**src/pkg/sdt_pkg.sv**
```systemverilog
package sdt_pkg;

	// register indices; byte address is four times the index
	localparam logic [5:0] SDT_IDX_RUN_CTL = 6'h00;
	localparam logic [5:0] SDT_IDX_OUT_EN = 6'h01;
	localparam logic [5:0] SDT_IDX_OUT_VALUE = 6'h02;
	localparam logic [5:0] SDT_IDX_SPLIT_SEL = 6'h03;
	localparam logic [5:0] SDT_IDX_CMD_CLR = 6'h04;
	localparam logic [5:0] SDT_IDX_CMD_SET = 6'h05;
	localparam logic [5:0] SDT_IDX_IRQ_EN = 6'h0a;
	localparam logic [5:0] SDT_IDX_IRQ_FLAGS = 6'h0b;
	localparam logic [5:0] SDT_IDX_DBG = 6'h0e;
	localparam logic [5:0] SDT_IDX_LOW_CNT = 6'h20;
	localparam logic [5:0] SDT_IDX_HIGH_CNT = 6'h21;
	localparam logic [5:0] SDT_IDX_LOW_TOP = 6'h26;
	localparam logic [5:0] SDT_IDX_HIGH_TOP = 6'h27;
	localparam logic [5:0] SDT_IDX_LOW_CMP0 = 6'h28;
	localparam logic [5:0] SDT_IDX_HIGH_CMP0 = 6'h29;
	localparam logic [5:0] SDT_IDX_CMP_STEP = 6'h02;

	// field positions
	localparam int SDT_RUN_ENABLE_BIT = 0;
	localparam int SDT_CLKSEL_LSB = 1;
	localparam int SDT_LOW_CH_LSB = 0;
	localparam int SDT_HIGH_CH_LSB = 4;
	localparam int SDT_SPLIT_BIT = 0;
	localparam int SDT_CMD_LSB = 2;
	localparam int SDT_DBG_RUN_BIT = 0;
	localparam int SDT_FLAG_LOW_UNF = 0;
	localparam int SDT_FLAG_HIGH_UNF = 1;
	localparam int SDT_FLAG_LOW_CMP_LSB = 4;
	localparam logic [7:0] SDT_STATUS_MASK = 8'h03;
	localparam int SDT_STATUS_HOLD_BIT = 0;

	// reset values
	localparam logic [7:0] SDT_RST_REG = 8'h00;
	localparam logic [7:0] SDT_RST_TOP = 8'h00;

	typedef enum logic [1:0] {
		SDT_CMD_NONE = 2'h0,
		SDT_CMD_UPDATE = 2'h1,
		SDT_CMD_RESTART = 2'h2,
		SDT_CMD_HARD_RESET = 2'h3
	} sdt_cmd_type;

endpackage
```
**src/hdl/sdt_byte_timer.sv**
```systemverilog
`timescale 1ns/1ps
module sdt_byte_timer
	import sdt_pkg::*;
#(
	parameter int WIDTH = 8,
	parameter int CHANNELS = 3
)
(
	input wire logic hclk,
	input wire logic hresetn,
	input wire logic clear,
	input wire logic restart,
	input wire logic tick,
	input wire logic wr_en,
	input wire logic [WIDTH-1:0] wr_data,
	input wire logic [WIDTH-1:0] top,
	input wire logic [CHANNELS*WIDTH-1:0] cmp,
	output logic [WIDTH-1:0] cnt,
	output logic underflow,
	output logic [CHANNELS-1:0] match
);

	logic [WIDTH-1:0] cnt_q;
	logic [WIDTH-1:0] cnt_d;
	logic advance;
	logic underflow_q;
	logic [CHANNELS-1:0] match_q;

	// a bus write beats every other source in the same cycle
	assign advance = tick && !wr_en && !clear && !restart;

	always_comb
	begin
		cnt_d = cnt_q;
		if (wr_en)
			cnt_d = wr_data;
		else if (clear)
			cnt_d = '0;
		else if (restart)
			cnt_d = top;
		else if (tick)
		begin
			if (cnt_q == '0)
				cnt_d = top;
			else
				cnt_d = cnt_q - WIDTH'(1);
		end
	end

	always_ff @(posedge hclk or negedge hresetn)
	begin
		if (!hresetn)
			cnt_q <= '0;
		else
			cnt_q <= cnt_d;
	end

	always_ff @(posedge hclk or negedge hresetn)
	begin
		if (!hresetn)
			underflow_q <= 1'b0;
		else
			underflow_q <= advance && (cnt_q == '0);
	end

	// match is judged on the value the counter steps to, so one hit per visit
	genvar i;
	generate
		for (i = 0; i < CHANNELS; i++)
		begin : g_cmp
			always_ff @(posedge hclk or negedge hresetn)
			begin
				if (!hresetn)
					match_q[i] <= 1'b0;
				else
					match_q[i] <= advance && (cnt_d == cmp[i*WIDTH +: WIDTH]);
			end
		end
	endgenerate

	assign cnt = cnt_q;
	assign underflow = underflow_q;
	assign match = match_q;

endmodule // sdt_byte_timer

```
**src/hdl/sdt_timer.sv**
```systemverilog
// Our own choice: register access over AHB-Lite.
`timescale 1ns/1ps
module sdt_timer
	import sdt_pkg::*;
#(
	parameter int CHANNELS = 3
)
(
	input wire logic hclk,
	input wire logic hresetn,
	input wire logic hsel,
	input wire logic [31:0] haddr,
	input wire logic [1:0] htrans,
	input wire logic hwrite,
	input wire logic [2:0] hsize,
	input wire logic [31:0] hwdata,
	input wire logic hready,
	output logic hreadyout,
	output logic hresp,
	output logic [31:0] hrdata,
	input wire logic cpu_halted,
	output logic [2*CHANNELS-1:0] waveform_out_pin,
	output logic [2*CHANNELS-1:0] waveform_out_oe,
	output logic [CHANNELS-1:0] low_compare_irq,
	output logic high_underflow_irq,
	output logic low_underflow_irq
);

	////////////////////////////////////////////////////////////////////////
	// bus slave: writes take no wait state, reads take one

	logic wr_pend_q;
	logic rd_wait_q;
	logic [5:0] acc_idx_q;
	logic take;
	logic [7:0] wdata;
	logic [7:0] rdata;
	logic [31:0] hrdata_q;

	assign take = hsel && htrans[1] && hready;
	assign wdata = hwdata[7:0];

	always_ff @(posedge hclk or negedge hresetn)
	begin
		if (!hresetn)
		begin
			wr_pend_q <= 1'b0;
			rd_wait_q <= 1'b0;
			acc_idx_q <= 6'h00;
		end
		else
		begin
			wr_pend_q <= take && hwrite;
			rd_wait_q <= take && !hwrite;
			if (take)
				acc_idx_q <= haddr[7:2];
		end
	end

	// read data is sampled in the wait state, after any earlier write landed
	always_ff @(posedge hclk or negedge hresetn)
	begin
		if (!hresetn)
			hrdata_q <= 32'h00000000;
		else if (rd_wait_q)
			hrdata_q <= {24'h000000, rdata};
	end

	assign hreadyout = !rd_wait_q;
	assign hresp = 1'b0;
	assign hrdata = hrdata_q;

	function automatic logic wr_hit(input logic pend, input logic [5:0] idx, input logic [5:0] at);
		wr_hit = pend && (idx == at);
	endfunction

	////////////////////////////////////////////////////////////////////////
	// control registers

	logic [7:0] run_ctl_q;
	logic [7:0] out_en_q;
	logic [7:0] out_value_q;
	logic [7:0] split_sel_q;
	logic [7:0] status_q;
	logic [7:0] irq_en_q;
	logic [7:0] flags_q;
	logic [7:0] dbg_q;
	logic [7:0] low_top_q;
	logic [7:0] high_top_q;
	logic [7:0] low_cmp_q [CHANNELS];
	logic [7:0] high_cmp_q [CHANNELS];
	logic enabled;
	logic cmd_wr;
	logic [1:0] cmd;
	logic hard_reset;
	logic restart;

	assign enabled = run_ctl_q[SDT_RUN_ENABLE_BIT];
	assign cmd_wr = wr_hit(wr_pend_q, acc_idx_q, SDT_IDX_CMD_CLR)
		|| wr_hit(wr_pend_q, acc_idx_q, SDT_IDX_CMD_SET);
	assign cmd = cmd_wr ? wdata[SDT_CMD_LSB +: 2] : SDT_CMD_NONE;
	// update has nothing to latch here, since split mode has no buffers
	assign hard_reset = (cmd == SDT_CMD_HARD_RESET) && !enabled;
	assign restart = (cmd == SDT_CMD_RESTART);

	always_ff @(posedge hclk or negedge hresetn)
	begin
		if (!hresetn)
		begin
			run_ctl_q <= SDT_RST_REG;
			out_en_q <= SDT_RST_REG;
			out_value_q <= SDT_RST_REG;
			split_sel_q <= SDT_RST_REG;
			irq_en_q <= SDT_RST_REG;
			dbg_q <= SDT_RST_REG;
		end
		else if (hard_reset)
		begin
			run_ctl_q <= SDT_RST_REG;
			out_en_q <= SDT_RST_REG;
			out_value_q <= SDT_RST_REG;
			split_sel_q <= SDT_RST_REG;
			irq_en_q <= SDT_RST_REG;
			dbg_q <= SDT_RST_REG;
		end
		else
		begin
			if (wr_hit(wr_pend_q, acc_idx_q, SDT_IDX_RUN_CTL))
				run_ctl_q <= wdata & 8'h0f;
			if (wr_hit(wr_pend_q, acc_idx_q, SDT_IDX_OUT_EN))
				out_en_q <= wdata & 8'h77;
			if (wr_hit(wr_pend_q, acc_idx_q, SDT_IDX_OUT_VALUE))
				out_value_q <= wdata & 8'h77;
			if (wr_hit(wr_pend_q, acc_idx_q, SDT_IDX_SPLIT_SEL))
				split_sel_q <= wdata & 8'h01;
			if (wr_hit(wr_pend_q, acc_idx_q, SDT_IDX_IRQ_EN))
				irq_en_q <= wdata & 8'h73;
			if (wr_hit(wr_pend_q, acc_idx_q, SDT_IDX_DBG))
				dbg_q <= wdata & 8'h01;
		end
	end

	// status bits: clear port and set port act per bit, no read-modify-write
	always_ff @(posedge hclk or negedge hresetn)
	begin
		if (!hresetn)
			status_q <= SDT_RST_REG;
		else if (hard_reset)
			status_q <= SDT_RST_REG;
		else if (wr_hit(wr_pend_q, acc_idx_q, SDT_IDX_CMD_CLR))
			status_q <= status_q & ~(wdata & SDT_STATUS_MASK);
		else if (wr_hit(wr_pend_q, acc_idx_q, SDT_IDX_CMD_SET))
			status_q <= status_q | (wdata & SDT_STATUS_MASK);
	end

	always_ff @(posedge hclk or negedge hresetn)
	begin
		if (!hresetn)
		begin
			low_top_q <= SDT_RST_TOP;
			high_top_q <= SDT_RST_TOP;
		end
		else if (hard_reset)
		begin
			low_top_q <= SDT_RST_TOP;
			high_top_q <= SDT_RST_TOP;
		end
		else
		begin
			if (wr_hit(wr_pend_q, acc_idx_q, SDT_IDX_LOW_TOP))
				low_top_q <= wdata;
			if (wr_hit(wr_pend_q, acc_idx_q, SDT_IDX_HIGH_TOP))
				high_top_q <= wdata;
		end
	end

	genvar c;
	generate
		for (c = 0; c < CHANNELS; c++)
		begin : g_cmp_regs
			localparam logic [5:0] LOW_AT = SDT_IDX_LOW_CMP0 + 6'(c * SDT_IDX_CMP_STEP);
			localparam logic [5:0] HIGH_AT = SDT_IDX_HIGH_CMP0 + 6'(c * SDT_IDX_CMP_STEP);
			always_ff @(posedge hclk or negedge hresetn)
			begin
				if (!hresetn)
				begin
					low_cmp_q[c] <= SDT_RST_REG;
					high_cmp_q[c] <= SDT_RST_REG;
				end
				else if (hard_reset)
				begin
					low_cmp_q[c] <= SDT_RST_REG;
					high_cmp_q[c] <= SDT_RST_REG;
				end
				else
				begin
					if (wr_hit(wr_pend_q, acc_idx_q, LOW_AT))
						low_cmp_q[c] <= wdata;
					if (wr_hit(wr_pend_q, acc_idx_q, HIGH_AT))
						high_cmp_q[c] <= wdata;
				end
			end
		end
	endgenerate

	////////////////////////////////////////////////////////////////////////
	// halt input synchroniser and prescaler

	logic halt_meta_q;
	logic halt_sync_q;
	logic run_ok;
	logic [9:0] presc_q;
	logic [9:0] presc_mask;
	logic tick;

	always_ff @(posedge hclk or negedge hresetn)
	begin
		if (!hresetn)
		begin
			halt_meta_q <= 1'b0;
			halt_sync_q <= 1'b0;
		end
		else
		begin
			halt_meta_q <= cpu_halted;
			halt_sync_q <= halt_meta_q;
		end
	end

	function automatic logic [9:0] div_mask(input logic [2:0] sel);
		case (sel)
			3'h0: div_mask = 10'h000;
			3'h1: div_mask = 10'h001;
			3'h2: div_mask = 10'h003;
			3'h3: div_mask = 10'h007;
			3'h4: div_mask = 10'h00f;
			3'h5: div_mask = 10'h03f;
			3'h6: div_mask = 10'h0ff;
			default: div_mask = 10'h3ff;
		endcase
	endfunction

	// only split mode is built here; with the select bit clear nothing counts
	assign run_ok = enabled && split_sel_q[SDT_SPLIT_BIT]
		&& (dbg_q[SDT_DBG_RUN_BIT] || !halt_sync_q)
		&& !status_q[SDT_STATUS_HOLD_BIT];
	assign presc_mask = div_mask(run_ctl_q[SDT_CLKSEL_LSB +: 3]);
	assign tick = run_ok && ((presc_q & presc_mask) == presc_mask);

	always_ff @(posedge hclk or negedge hresetn)
	begin
		if (!hresetn)
			presc_q <= 10'h000;
		else if (restart || hard_reset || !enabled)
			presc_q <= 10'h000;
		else if (run_ok)
			presc_q <= presc_q + 10'h001;
	end

	////////////////////////////////////////////////////////////////////////
	// the two byte timers

	logic [CHANNELS*8-1:0] low_cmp_flat;
	logic [CHANNELS*8-1:0] high_cmp_flat;
	logic [7:0] low_cnt;
	logic [7:0] high_cnt;
	logic low_unf;
	logic high_unf;
	logic [CHANNELS-1:0] low_match;

	generate
		for (c = 0; c < CHANNELS; c++)
		begin : g_flat
			assign low_cmp_flat[c*8 +: 8] = low_cmp_q[c];
			assign high_cmp_flat[c*8 +: 8] = high_cmp_q[c];
		end
	endgenerate

	sdt_byte_timer #(.WIDTH(8), .CHANNELS(CHANNELS)) u_low
	(
		.hclk(hclk),
		.hresetn(hresetn),
		.clear(hard_reset),
		.restart(restart),
		.tick(tick),
		.wr_en(wr_hit(wr_pend_q, acc_idx_q, SDT_IDX_LOW_CNT)),
		.wr_data(wdata),
		.top(low_top_q),
		.cmp(low_cmp_flat),
		.cnt(low_cnt),
		.underflow(low_unf),
		.match(low_match)
	);

	sdt_byte_timer #(.WIDTH(8), .CHANNELS(CHANNELS)) u_high
	(
		.hclk(hclk),
		.hresetn(hresetn),
		.clear(hard_reset),
		.restart(restart),
		.tick(tick),
		.wr_en(wr_hit(wr_pend_q, acc_idx_q, SDT_IDX_HIGH_CNT)),
		.wr_data(wdata),
		.top(high_top_q),
		.cmp(high_cmp_flat),
		.cnt(high_cnt),
		.underflow(high_unf),
		.match()
	);

	////////////////////////////////////////////////////////////////////////
	// sticky flags: a new event wins over a clear in the same cycle

	logic [7:0] flag_set;
	logic [7:0] flag_clr;

	always_comb
	begin
		flag_set = 8'h00;
		flag_set[SDT_FLAG_LOW_UNF] = low_unf;
		flag_set[SDT_FLAG_HIGH_UNF] = high_unf;
		flag_set[SDT_FLAG_LOW_CMP_LSB +: CHANNELS] = low_match;
	end

	assign flag_clr = wr_hit(wr_pend_q, acc_idx_q, SDT_IDX_IRQ_FLAGS) ? wdata : 8'h00;

	always_ff @(posedge hclk or negedge hresetn)
	begin
		if (!hresetn)
			flags_q <= SDT_RST_REG;
		else if (hard_reset)
			flags_q <= SDT_RST_REG;
		else
			flags_q <= (flags_q & ~flag_clr) | flag_set;
	end

	assign low_compare_irq = flags_q[SDT_FLAG_LOW_CMP_LSB +: CHANNELS]
		& irq_en_q[SDT_FLAG_LOW_CMP_LSB +: CHANNELS];
	assign high_underflow_irq = flags_q[SDT_FLAG_HIGH_UNF] && irq_en_q[SDT_FLAG_HIGH_UNF];
	assign low_underflow_irq = flags_q[SDT_FLAG_LOW_UNF] && irq_en_q[SDT_FLAG_LOW_UNF];

	////////////////////////////////////////////////////////////////////////
	// waveform outputs: pwm high while counter is below compare

	logic [2*CHANNELS-1:0] wave_q;
	logic [2*CHANNELS-1:0] oe_q;

	generate
		for (c = 0; c < CHANNELS; c++)
		begin : g_wave
			always_ff @(posedge hclk or negedge hresetn)
			begin
				if (!hresetn)
				begin
					wave_q[c] <= 1'b0;
					wave_q[CHANNELS+c] <= 1'b0;
				end
				else if (!enabled)
				begin
					wave_q[c] <= out_value_q[SDT_LOW_CH_LSB+c];
					wave_q[CHANNELS+c] <= out_value_q[SDT_HIGH_CH_LSB+c];
				end
				else
				begin
					wave_q[c] <= low_cnt < low_cmp_q[c];
					wave_q[CHANNELS+c] <= high_cnt < high_cmp_q[c];
				end
			end

			always_ff @(posedge hclk or negedge hresetn)
			begin
				if (!hresetn)
					oe_q[c] <= 1'b0;
				else
					oe_q[c] <= out_en_q[SDT_LOW_CH_LSB+c];
			end

			always_ff @(posedge hclk or negedge hresetn)
			begin
				if (!hresetn)
					oe_q[CHANNELS+c] <= 1'b0;
				else
					oe_q[CHANNELS+c] <= out_en_q[SDT_HIGH_CH_LSB+c];
			end
		end
	endgenerate

	assign waveform_out_pin = wave_q;
	assign waveform_out_oe = oe_q;

	////////////////////////////////////////////////////////////////////////
	// read mux

	always_comb
	begin
		rdata = 8'h00;
		case (acc_idx_q)
			SDT_IDX_RUN_CTL: rdata = run_ctl_q;
			SDT_IDX_OUT_EN: rdata = out_en_q;
			SDT_IDX_OUT_VALUE: rdata = out_value_q;
			SDT_IDX_SPLIT_SEL: rdata = split_sel_q;
			SDT_IDX_CMD_CLR, SDT_IDX_CMD_SET: rdata = status_q & SDT_STATUS_MASK;
			SDT_IDX_IRQ_EN: rdata = irq_en_q;
			SDT_IDX_IRQ_FLAGS: rdata = flags_q;
			SDT_IDX_DBG: rdata = dbg_q;
			SDT_IDX_LOW_CNT: rdata = low_cnt;
			SDT_IDX_HIGH_CNT: rdata = high_cnt;
			SDT_IDX_LOW_TOP: rdata = low_top_q;
			SDT_IDX_HIGH_TOP: rdata = high_top_q;
			default:
			begin
				for (int k = 0; k < CHANNELS; k++)
				begin
					if (acc_idx_q == SDT_IDX_LOW_CMP0 + 6'(k * SDT_IDX_CMP_STEP))
						rdata = low_cmp_q[k];
					if (acc_idx_q == SDT_IDX_HIGH_CMP0 + 6'(k * SDT_IDX_CMP_STEP))
						rdata = high_cmp_q[k];
				end
			end
		endcase
	end

endmodule // sdt_timer

```
**config.mk**
```make
export PLATFORM = sky130hd
export DESIGN_NAME = sdt_timer
export DESIGN_NICKNAME = d
export VERILOG_FILES = /design/src/pkg/sdt_pkg.sv /design/src/hdl/sdt_byte_timer.sv /design/src/hdl/sdt_timer.sv
export SDC_FILE = /design/constraint.sdc
export NUM_CORES = 1
export LEC_CHECK = 0
export BUFFER_PORTS_ARGS = -buffer_cell sky130_fd_sc_hd__clkbuf_2
export CAP_MARGIN = 20
export CELL_PAD_IN_SITES_DETAIL_PLACEMENT = 0
export CELL_PAD_IN_SITES_GLOBAL_PLACEMENT = 2
export CORE_ASPECT_RATIO = 0.6
export CORE_UTILIZATION = 33
export DETAILED_ROUTE_END_ITERATION = 12
export PLACE_DENSITY = 0.78
export SLEW_MARGIN = 25
export SYNTH_ARGS = -nofsm -noshare
export SYNTH_HDL_FRONTEND = slang
export SYNTH_SLANG_ARGS = --single-unit
```
**constraint.sdc**
```tcl
create_clock -name hclk -period 2.7 [get_ports hclk]
set_input_delay 0.135 -clock hclk [delete_from_list [all_inputs] [get_ports hclk]]
set_output_delay 0.135 -clock hclk [all_outputs]
set_load 0.05 [all_outputs]
```
# Yosys cells after proc, flatten, opt, wreduce, memory -nomap -nowiden
# Index checks and enable logic that the tools add are counted.
[totals]
out_inout_bits = 51
register_bits = 189
inputBits = 75
elab_cells = 225
[classes]
bitwise = 8
mux = 60
n_reduce_logical = 76
eq_ne = 30
magnitude_cmp = 6
n_addsub = 3
[op_table]
columns = ["operator", "count"]
rows = [
  ["8-bit two-way mux", 49],
  ["8-bit one-hot mux with 12 select lines", 1],
  ["10-bit one-hot mux with 7 select lines", 1],
  ["6-bit == test (second input constant)", 10],
  ["8-bit < comparator", 6],
  ["1-bit logical AND", 41],
  ["2-bit nonzero test", 15],
  ["8-bit == test", 3],
  ["10-bit two-way mux", 2],
  ["6-bit by 4-bit == test with 1-bit output (second input constant)", 3],
  ["8-bit bitwise AND", 2],
  ["8-bit logical NOT", 2],
  ["8-bit by 1-bit subtractor with 8-bit output (second input constant)", 2],
  ["6-bit by 2-bit == test with 1-bit output (second input constant)", 2],
  ["6-bit by 3-bit == test with 1-bit output (second input constant)", 2],
  ["10-bit by 1-bit adder with 10-bit output (second input constant)", 1],
  ["10-bit bitwise AND", 1],
  ["10-bit == test", 1],
  ["3-bit == test (second input constant)", 3],
  ["1-bit logical NOT", 9],
  ["2-bit inverter with 8-bit output", 1],
  ["8-bit inverter", 1],
  ["8-bit by 2-bit OR with 8-bit output", 1],
  ["8-bit by 7-bit OR with 8-bit output", 1],
  ["13 further kinds", 23],
]

# Longest topological paths before layout
[depth]
word_depth = 11
ltp_mapped = 12
ltp_nobuf = 10

# Hierarchy
# A second synthesis with hierarchy kept.
[unflattened]
cells_unflattened = 1205
area_unflattened_um2 = 10680.2
[by_module_without_submodules]
columns = ["mod", "area_each_um2", "cells_each", "instances"]
rows = [
  ["sdt_timer", 7890.1, 835, 1],
  ["sdt_byte_timer", 1395.1, 185, 2],
]

# Worst setup path before layout
# No wires, ideal clock.
[synth_path]
path_type = "reg-to-reg"
startpoint = "reg u_low.cnt_q[0] (netlist: u_low.cnt[0])"
endpoint = "reg u_low.match_q[1] (netlist: u_low.match[1])"
setup_slack_ns = 0.087
synth_period_minus_slack_ns = 2.613
arrival_ns = 2.517
path_buffers = 2
setup_time_ns = 0.096
stages_incl_launch_ff = 13
cell_sequence = "dfrtp_1 > inv_1 > ha_1 > or3b_1 > buf_4 > or2_1 > buf_6 > a21oi_2 > or3_1 > a32o_2 > o22ai_1 > a311o_1 > nor4_2"
[synth_via]
elab_chain_cells = 8
word_cells_on_any_way = 9
cone_classes = "add/sub (1); eq/ne (1); mux (5); reduce/logical (2)"
[synth_rtl]
columns = ["element", "line", "source"]
rows = [
  ["start, declared", "sdt_byte_timer.sv:23", "logic [WIDTH-1:0] cnt_q;"],
  ["start signal, assigned", "sdt_byte_timer.sv:55", "cnt_q <= cnt_d;"],
  ["8-bit by 1-bit subtractor with 8-bit output / 8-bit logical NOT (equally long branches)", "sdt_byte_timer.sv:46, sdt_byte_timer.sv:43", ""],
  ["8-bit two-way mux (*)", "sdt_byte_timer.sv:43", "if (cnt_q == '0)"],
  ["8-bit two-way mux (*)", "sdt_byte_timer.sv:41", "else if (tick)"],
  ["8-bit two-way mux (*)", "sdt_byte_timer.sv:39", "else if (restart)"],
  ["8-bit two-way mux (*)", "sdt_byte_timer.sv:37", "else if (clear)"],
  ["8-bit two-way mux (*)", "sdt_byte_timer.sv:35", "if (wr_en)"],
  ["via u_low.cnt_d[1]", "sdt_byte_timer.sv:24", "logic [WIDTH-1:0] cnt_d;"],
  ["8-bit == test (*)", "sdt_byte_timer.sv:76", "match_q[i] <= advance && (cnt_d == cmp[i*WIDTH +: WIDTH]);"],
  ["1-bit logical AND (*)", "sdt_byte_timer.sv:76", ""],
  ["end signal, assigned by index", "sdt_byte_timer.sv:76", ""],
  ["end, declared", "sdt_byte_timer.sv:27", "logic [CHANNELS-1:0] match_q;"],
]
# The timed path passes the listed nets; every way through them passes the cells marked *.
# A chain may end at the register's enable or synchronous reset.

# Worst setup path after layout
[layout_path]
startpoint = "reg status_q[0]"
endpoint = "reg u_low.match_q[0] (netlist: u_low.match[0])"
[layout_via]
elab_chain_cells = 9
word_cells_on_any_way = 12
cone_classes = "eq/ne (1); mux (4); reduce/logical (7)"
[layout_rtl]
columns = ["element", "line", "source"]
rows = [
  ["start, declared", "sdt_timer.sv:84", "logic [7:0] status_q;"],
  ["start signal, assigned", "sdt_timer.sv:151", "status_q <= status_q & ~(wdata & SDT_STATUS_MASK);"],
  ["start signal, assigned", "sdt_timer.sv:153", "status_q <= status_q | (wdata & SDT_STATUS_MASK);"],
  ["1-bit logical NOT", "sdt_timer.sv:246", "&& !status_q[SDT_STATUS_HOLD_BIT];"],
  ["1-bit logical AND", "sdt_timer.sv:246", ""],
  ["1-bit logical AND", "sdt_timer.sv:248", "assign tick = run_ok && ((presc_q & presc_mask) == presc_mask);"],
  ["8-bit two-way mux", "sdt_byte_timer.sv:41", ""],
  ["8-bit two-way mux", "sdt_byte_timer.sv:39", ""],
  ["8-bit two-way mux", "sdt_byte_timer.sv:37", ""],
  ["8-bit two-way mux", "sdt_byte_timer.sv:35", ""],
  ["via u_low.cnt_d[1]", "sdt_byte_timer.sv:24", ""],
  ["8-bit == test", "sdt_byte_timer.sv:76", ""],
  ["1-bit logical AND", "sdt_byte_timer.sv:76", ""],
]
# The timed path passes the listed nets, and every way through them passes these cells.

==> results.toml <==
[placed_design]
globalplace.congestion = 0.994
dp.cells = 1530
place.port_buffers = 46
detailed_place_hpwl_microns = 27500

[cts]
cts_inserted_buffers = 17
clock_tree_from_tritoncts = "yes"
clock_tree.htree_level_count = 4
clock_insertion_delay_worst_skew_ps = 450
cts.clk_slew.worst_paths_ps = 70
cts_max_path_buffers = 2
clockRootBuffer = "clkbuf_16"
cts.sink_count = 158

[die]
floorplan_die_height_microns = 134
placementRows = 47
pin_count = 126
coreArea_sq_um = 28100
die_w_microns = 222
dieArea_sq_um = 29800
floorplan.initialDensity = 0.342

[sta]
timing_worst_slew_pin_value_ps = 705
grt_setup_unrepaired = "true"
timing.max_slew.rel_slack = 0.530
setup_slack_ps = -17.1
timing.fmax_mhz = 368
setup_violations = 1
post-route-min-period_ps = 2720
finalSetupTns_ps = -17.1
finalCritPeriodShare = 1.01
drv_slew = 0
finalClockSkew_ps = 8.25
finalHoldViolations = 0

[logic_synthesis]
synth_async_sr_flop_share = 1.00
simple_gate_share_of_the_synthesized_area = 0.182
yosysTopAreaCellShare = 0.412
post_synth_inst_count = 1048
mappedNetlistArea_sq_um = 9600
synth.yosys.seq_area_share = 0.412
synth_compound_gate_area_share = 0.149
netlist-cell-type-count = 75
synth_top_family_by_area = "simple AND/OR/NAND/NOR gates"
synth-warning-count = 0
postSynthRegisterBits = 158
synth_flop_cell = "dfrtp_1"
syn-mean-instance-area_sq_um = 9.16
synthDominantAreaCellType = "dfrtp_1"
yosys.area_share.adder = 0.0613
synth.area.mux_share = 0.0984
synthXorXnorAreaFrac = 0.0246
synth_edf_count = 0
post_synth_main_area_contributors = "dfrtp_1, mux2i_1, ha_1"

[worst_setup_path]
worst_setup_path_startpoint = "status_q[0]$_DFFE_PN0P_"
critical_path_required_ps = 3090
crit_path_end_kind = "flip-flop"
r2r_slack_ps = -20
cp_max_fo = 4
criticalPathCategory = "flip-flop to flip-flop"
endpoint_of_the_worst_slack_reg_to_reg_timing_path = "u_low.match[0]$_DFF_PN0_"
regToRegStartpoint = "status_q[0]$_DFFE_PN0P_"
startpoint_type = "flip-flop"
crit_arrival_ps = 3110
rr_worst_depth = 11

[global_route]
grt_use_total = 0.251
vias_in_the_first_global_route = 7792
grt_first_pass_wirelength_microns = 53400
grt-ovfl-total = 0
grt_start_max_net_pins = 58
antenna_found_initial = 0

[drt]
vias = 8510
drt_wirelength_microns = 36600
drt-wirelength-per-cell_microns = 23.2
drc = 0
via_per_inst = 5.40
drt_pre_antenna_iters = 5
initialDrtViolationCount = 941
antenna_violation_net_count_after_detailed_routing = 0

[run]
drv.max_cap_violation_count = 0

[cells_and_area]
post_route_cells_drive_above_1_share = 0.216
finish.cell_count_without_fillers = 1576
diodes = 0
fillers = 2799
areaGrowthSynthToFinish_pct = 22.5
final_net_count = 1318

[pwr]
power_leakage_nw = 5.94
power.ir.vdd_worst_v = 0.000463
cellPowerDensity_nw_per_um2 = 856

[status]
violations = "negative setup slack"
run_status = "complete, but fails checks"

[min_path]
hp-class = "input port to flip-flop"
worstHoldPathCells = 3
hold_path.startpoint = "htrans[1]"
whs_endpoint = "wr_pend_q$_DFF_PN0_"
through the flow:
| step | cell area [sq um] | power [mW] | util | worst slack [ps] | hold WS, ps |
|---|---|---|---|---|---|
| 2_1_floorplan | 9690 | 5.61 | - | 87.1 | -161 |
| 3_3_place_gp | 10900 | 7.38 | 0.390 | -60.8 | 67.6 |
| 3_5_place_dp | 10900 | 7.42 | 0.390 | -95.6 | 65.5 |
| 4_1_cts | 11600 | 9.93 | 0.415 | -3.75 | 120 |
| 5_1_grt | 11800 | 10.6 | 0.419 | -144 | 166 |
| 6_report | 11800 | 10.1 | 0.419 | -17.1 | 144 |
worst max-delay path by stage:
stage / end / slack [ps] / cells past startpoint
5_1_grt: u_low.match[2]$_DFF_PN0_ / -140 / 10
2_1_floorplan: u_low.match[1]$_DFF_PN0_ / 90 / 12
4_1_cts: u_low.match[0]$_DFF_PN0_ / -4 / 11
3_5_place_dp: u_low.match[0]$_DFF_PN0_ / -100 / 13
6_report: u_low.match[0]$_DFF_PN0_ / -20 / 11
3_3_place_gp: u_low.match[0]$_DFF_PN0_ / -60 / 13
power by group:
part	internal, mW	switching, mW	leakage [nW]
logic	1.88	2.68	3.78
clock network	1.41	1.06	0.270
registers	2.75	0.301	1.89
kinds of logic after synthesis:
| group | count (synthesis) |
|---|---|
| compound gates | 214 |
| fa+ha+maj | 47 |
| other cells | 1 |
| simple gates | 371 |
| buf+inv | 147 |
| mux | 83 |
| flops | 158 |
| xor+xnor | 27 |
cells in the final DEF, fill, tap and decap left out, types with 23 or more instances in the layout:
| master | count |
|---|---|
| mux2i_1 | 63 |
| nor2_1 | 132 |
| inv_1 | 61 |
| nand2_1 | 96 |
| a21oi_1 | 72 |
| clkbuf_2 | 45 |
| buf_4 | 131 |
| dfrtp_1 | 158 |
| nand3_1 | 44 |
| conb_1 | 25 |
| ha_1 | 47 |
| a21o_1 | 23 |
cell type report:
class,instances,area (sq um),area share
clock buffers,23,468,0.0398
clock inverters,9,109,0.00926
repair buffers,191,1390,0.118
flip-flops and latches,158,3950,0.336
well taps,367,459,0.0391
inverters,61,229,0.0195
multi-input cells,767,5150,0.438
registers in the layout, indices dropped and copies added (netlist names), 8 cells and up:
name and cells:
high_cmp_flat 24, u_low.cnt 8, low_cmp_flat 24, high_top_q 8, flags_q 8, low_top_q 8
u_high.cnt 8, presc_q 10, hrdata 8
routing by layer:
layer,vias to the layer above,share of wire,global-route usage
met4,0,0.011,0.0475
met5,-,0,0
met2,341,0.38,0.320
li1,3924,-,-
met3,25,0.11,0.0924
met1,4220,0.51,0.390
synthesized netlist by cell type, types with 4 or more instances:
cell type  number
a21o_1         23
a21oi_1        72
a221oi_1       23
a222oi_1        4
a22o_1          5
a22oi_1        10
a31oi_1         7
a41oi_1         4
and2_1         10
and3_1          8
buf_1           4
buf_4          28
clkbuf_1       47
dfrtp_1       158
ha_1           47
inv_1          61
mux2_2         11
mux2i_1        64
mux4_2          8
nand2_1        96
nand2b_1       17
nand3_1        44
nand3b_1        4
nand4_1         8
nor2_1        132
nor2b_1        13
nor3_1          9
o21ai_0        25
o22ai_1         8
or3_1           5
xnor2_1        18
xor2_1          9
critical path, stage by stage, from the launching register on:
cell	delay, ps
dfrtp_1	370
and3b_2	250
o211a_1	160
nand4_1	250
buf_4	240
or3_4	370
a32o_2	290
buf_6	130
xnor2_2	110
nand4_1	90
nor4_1	250
buf_4	150
timing repair:
action / in CTS / in global routing
resized for setup: 5 / 20
setup buffers: 1 / 4
pin swaps: 5 / 5
endpoints found under the hold margin: 49 / 0
endpoints found under the setup margin: 2 / 5
gates cloned: 0 / 0
hold buffers: 9 / 0
Power figures use the tool's default switching activity.
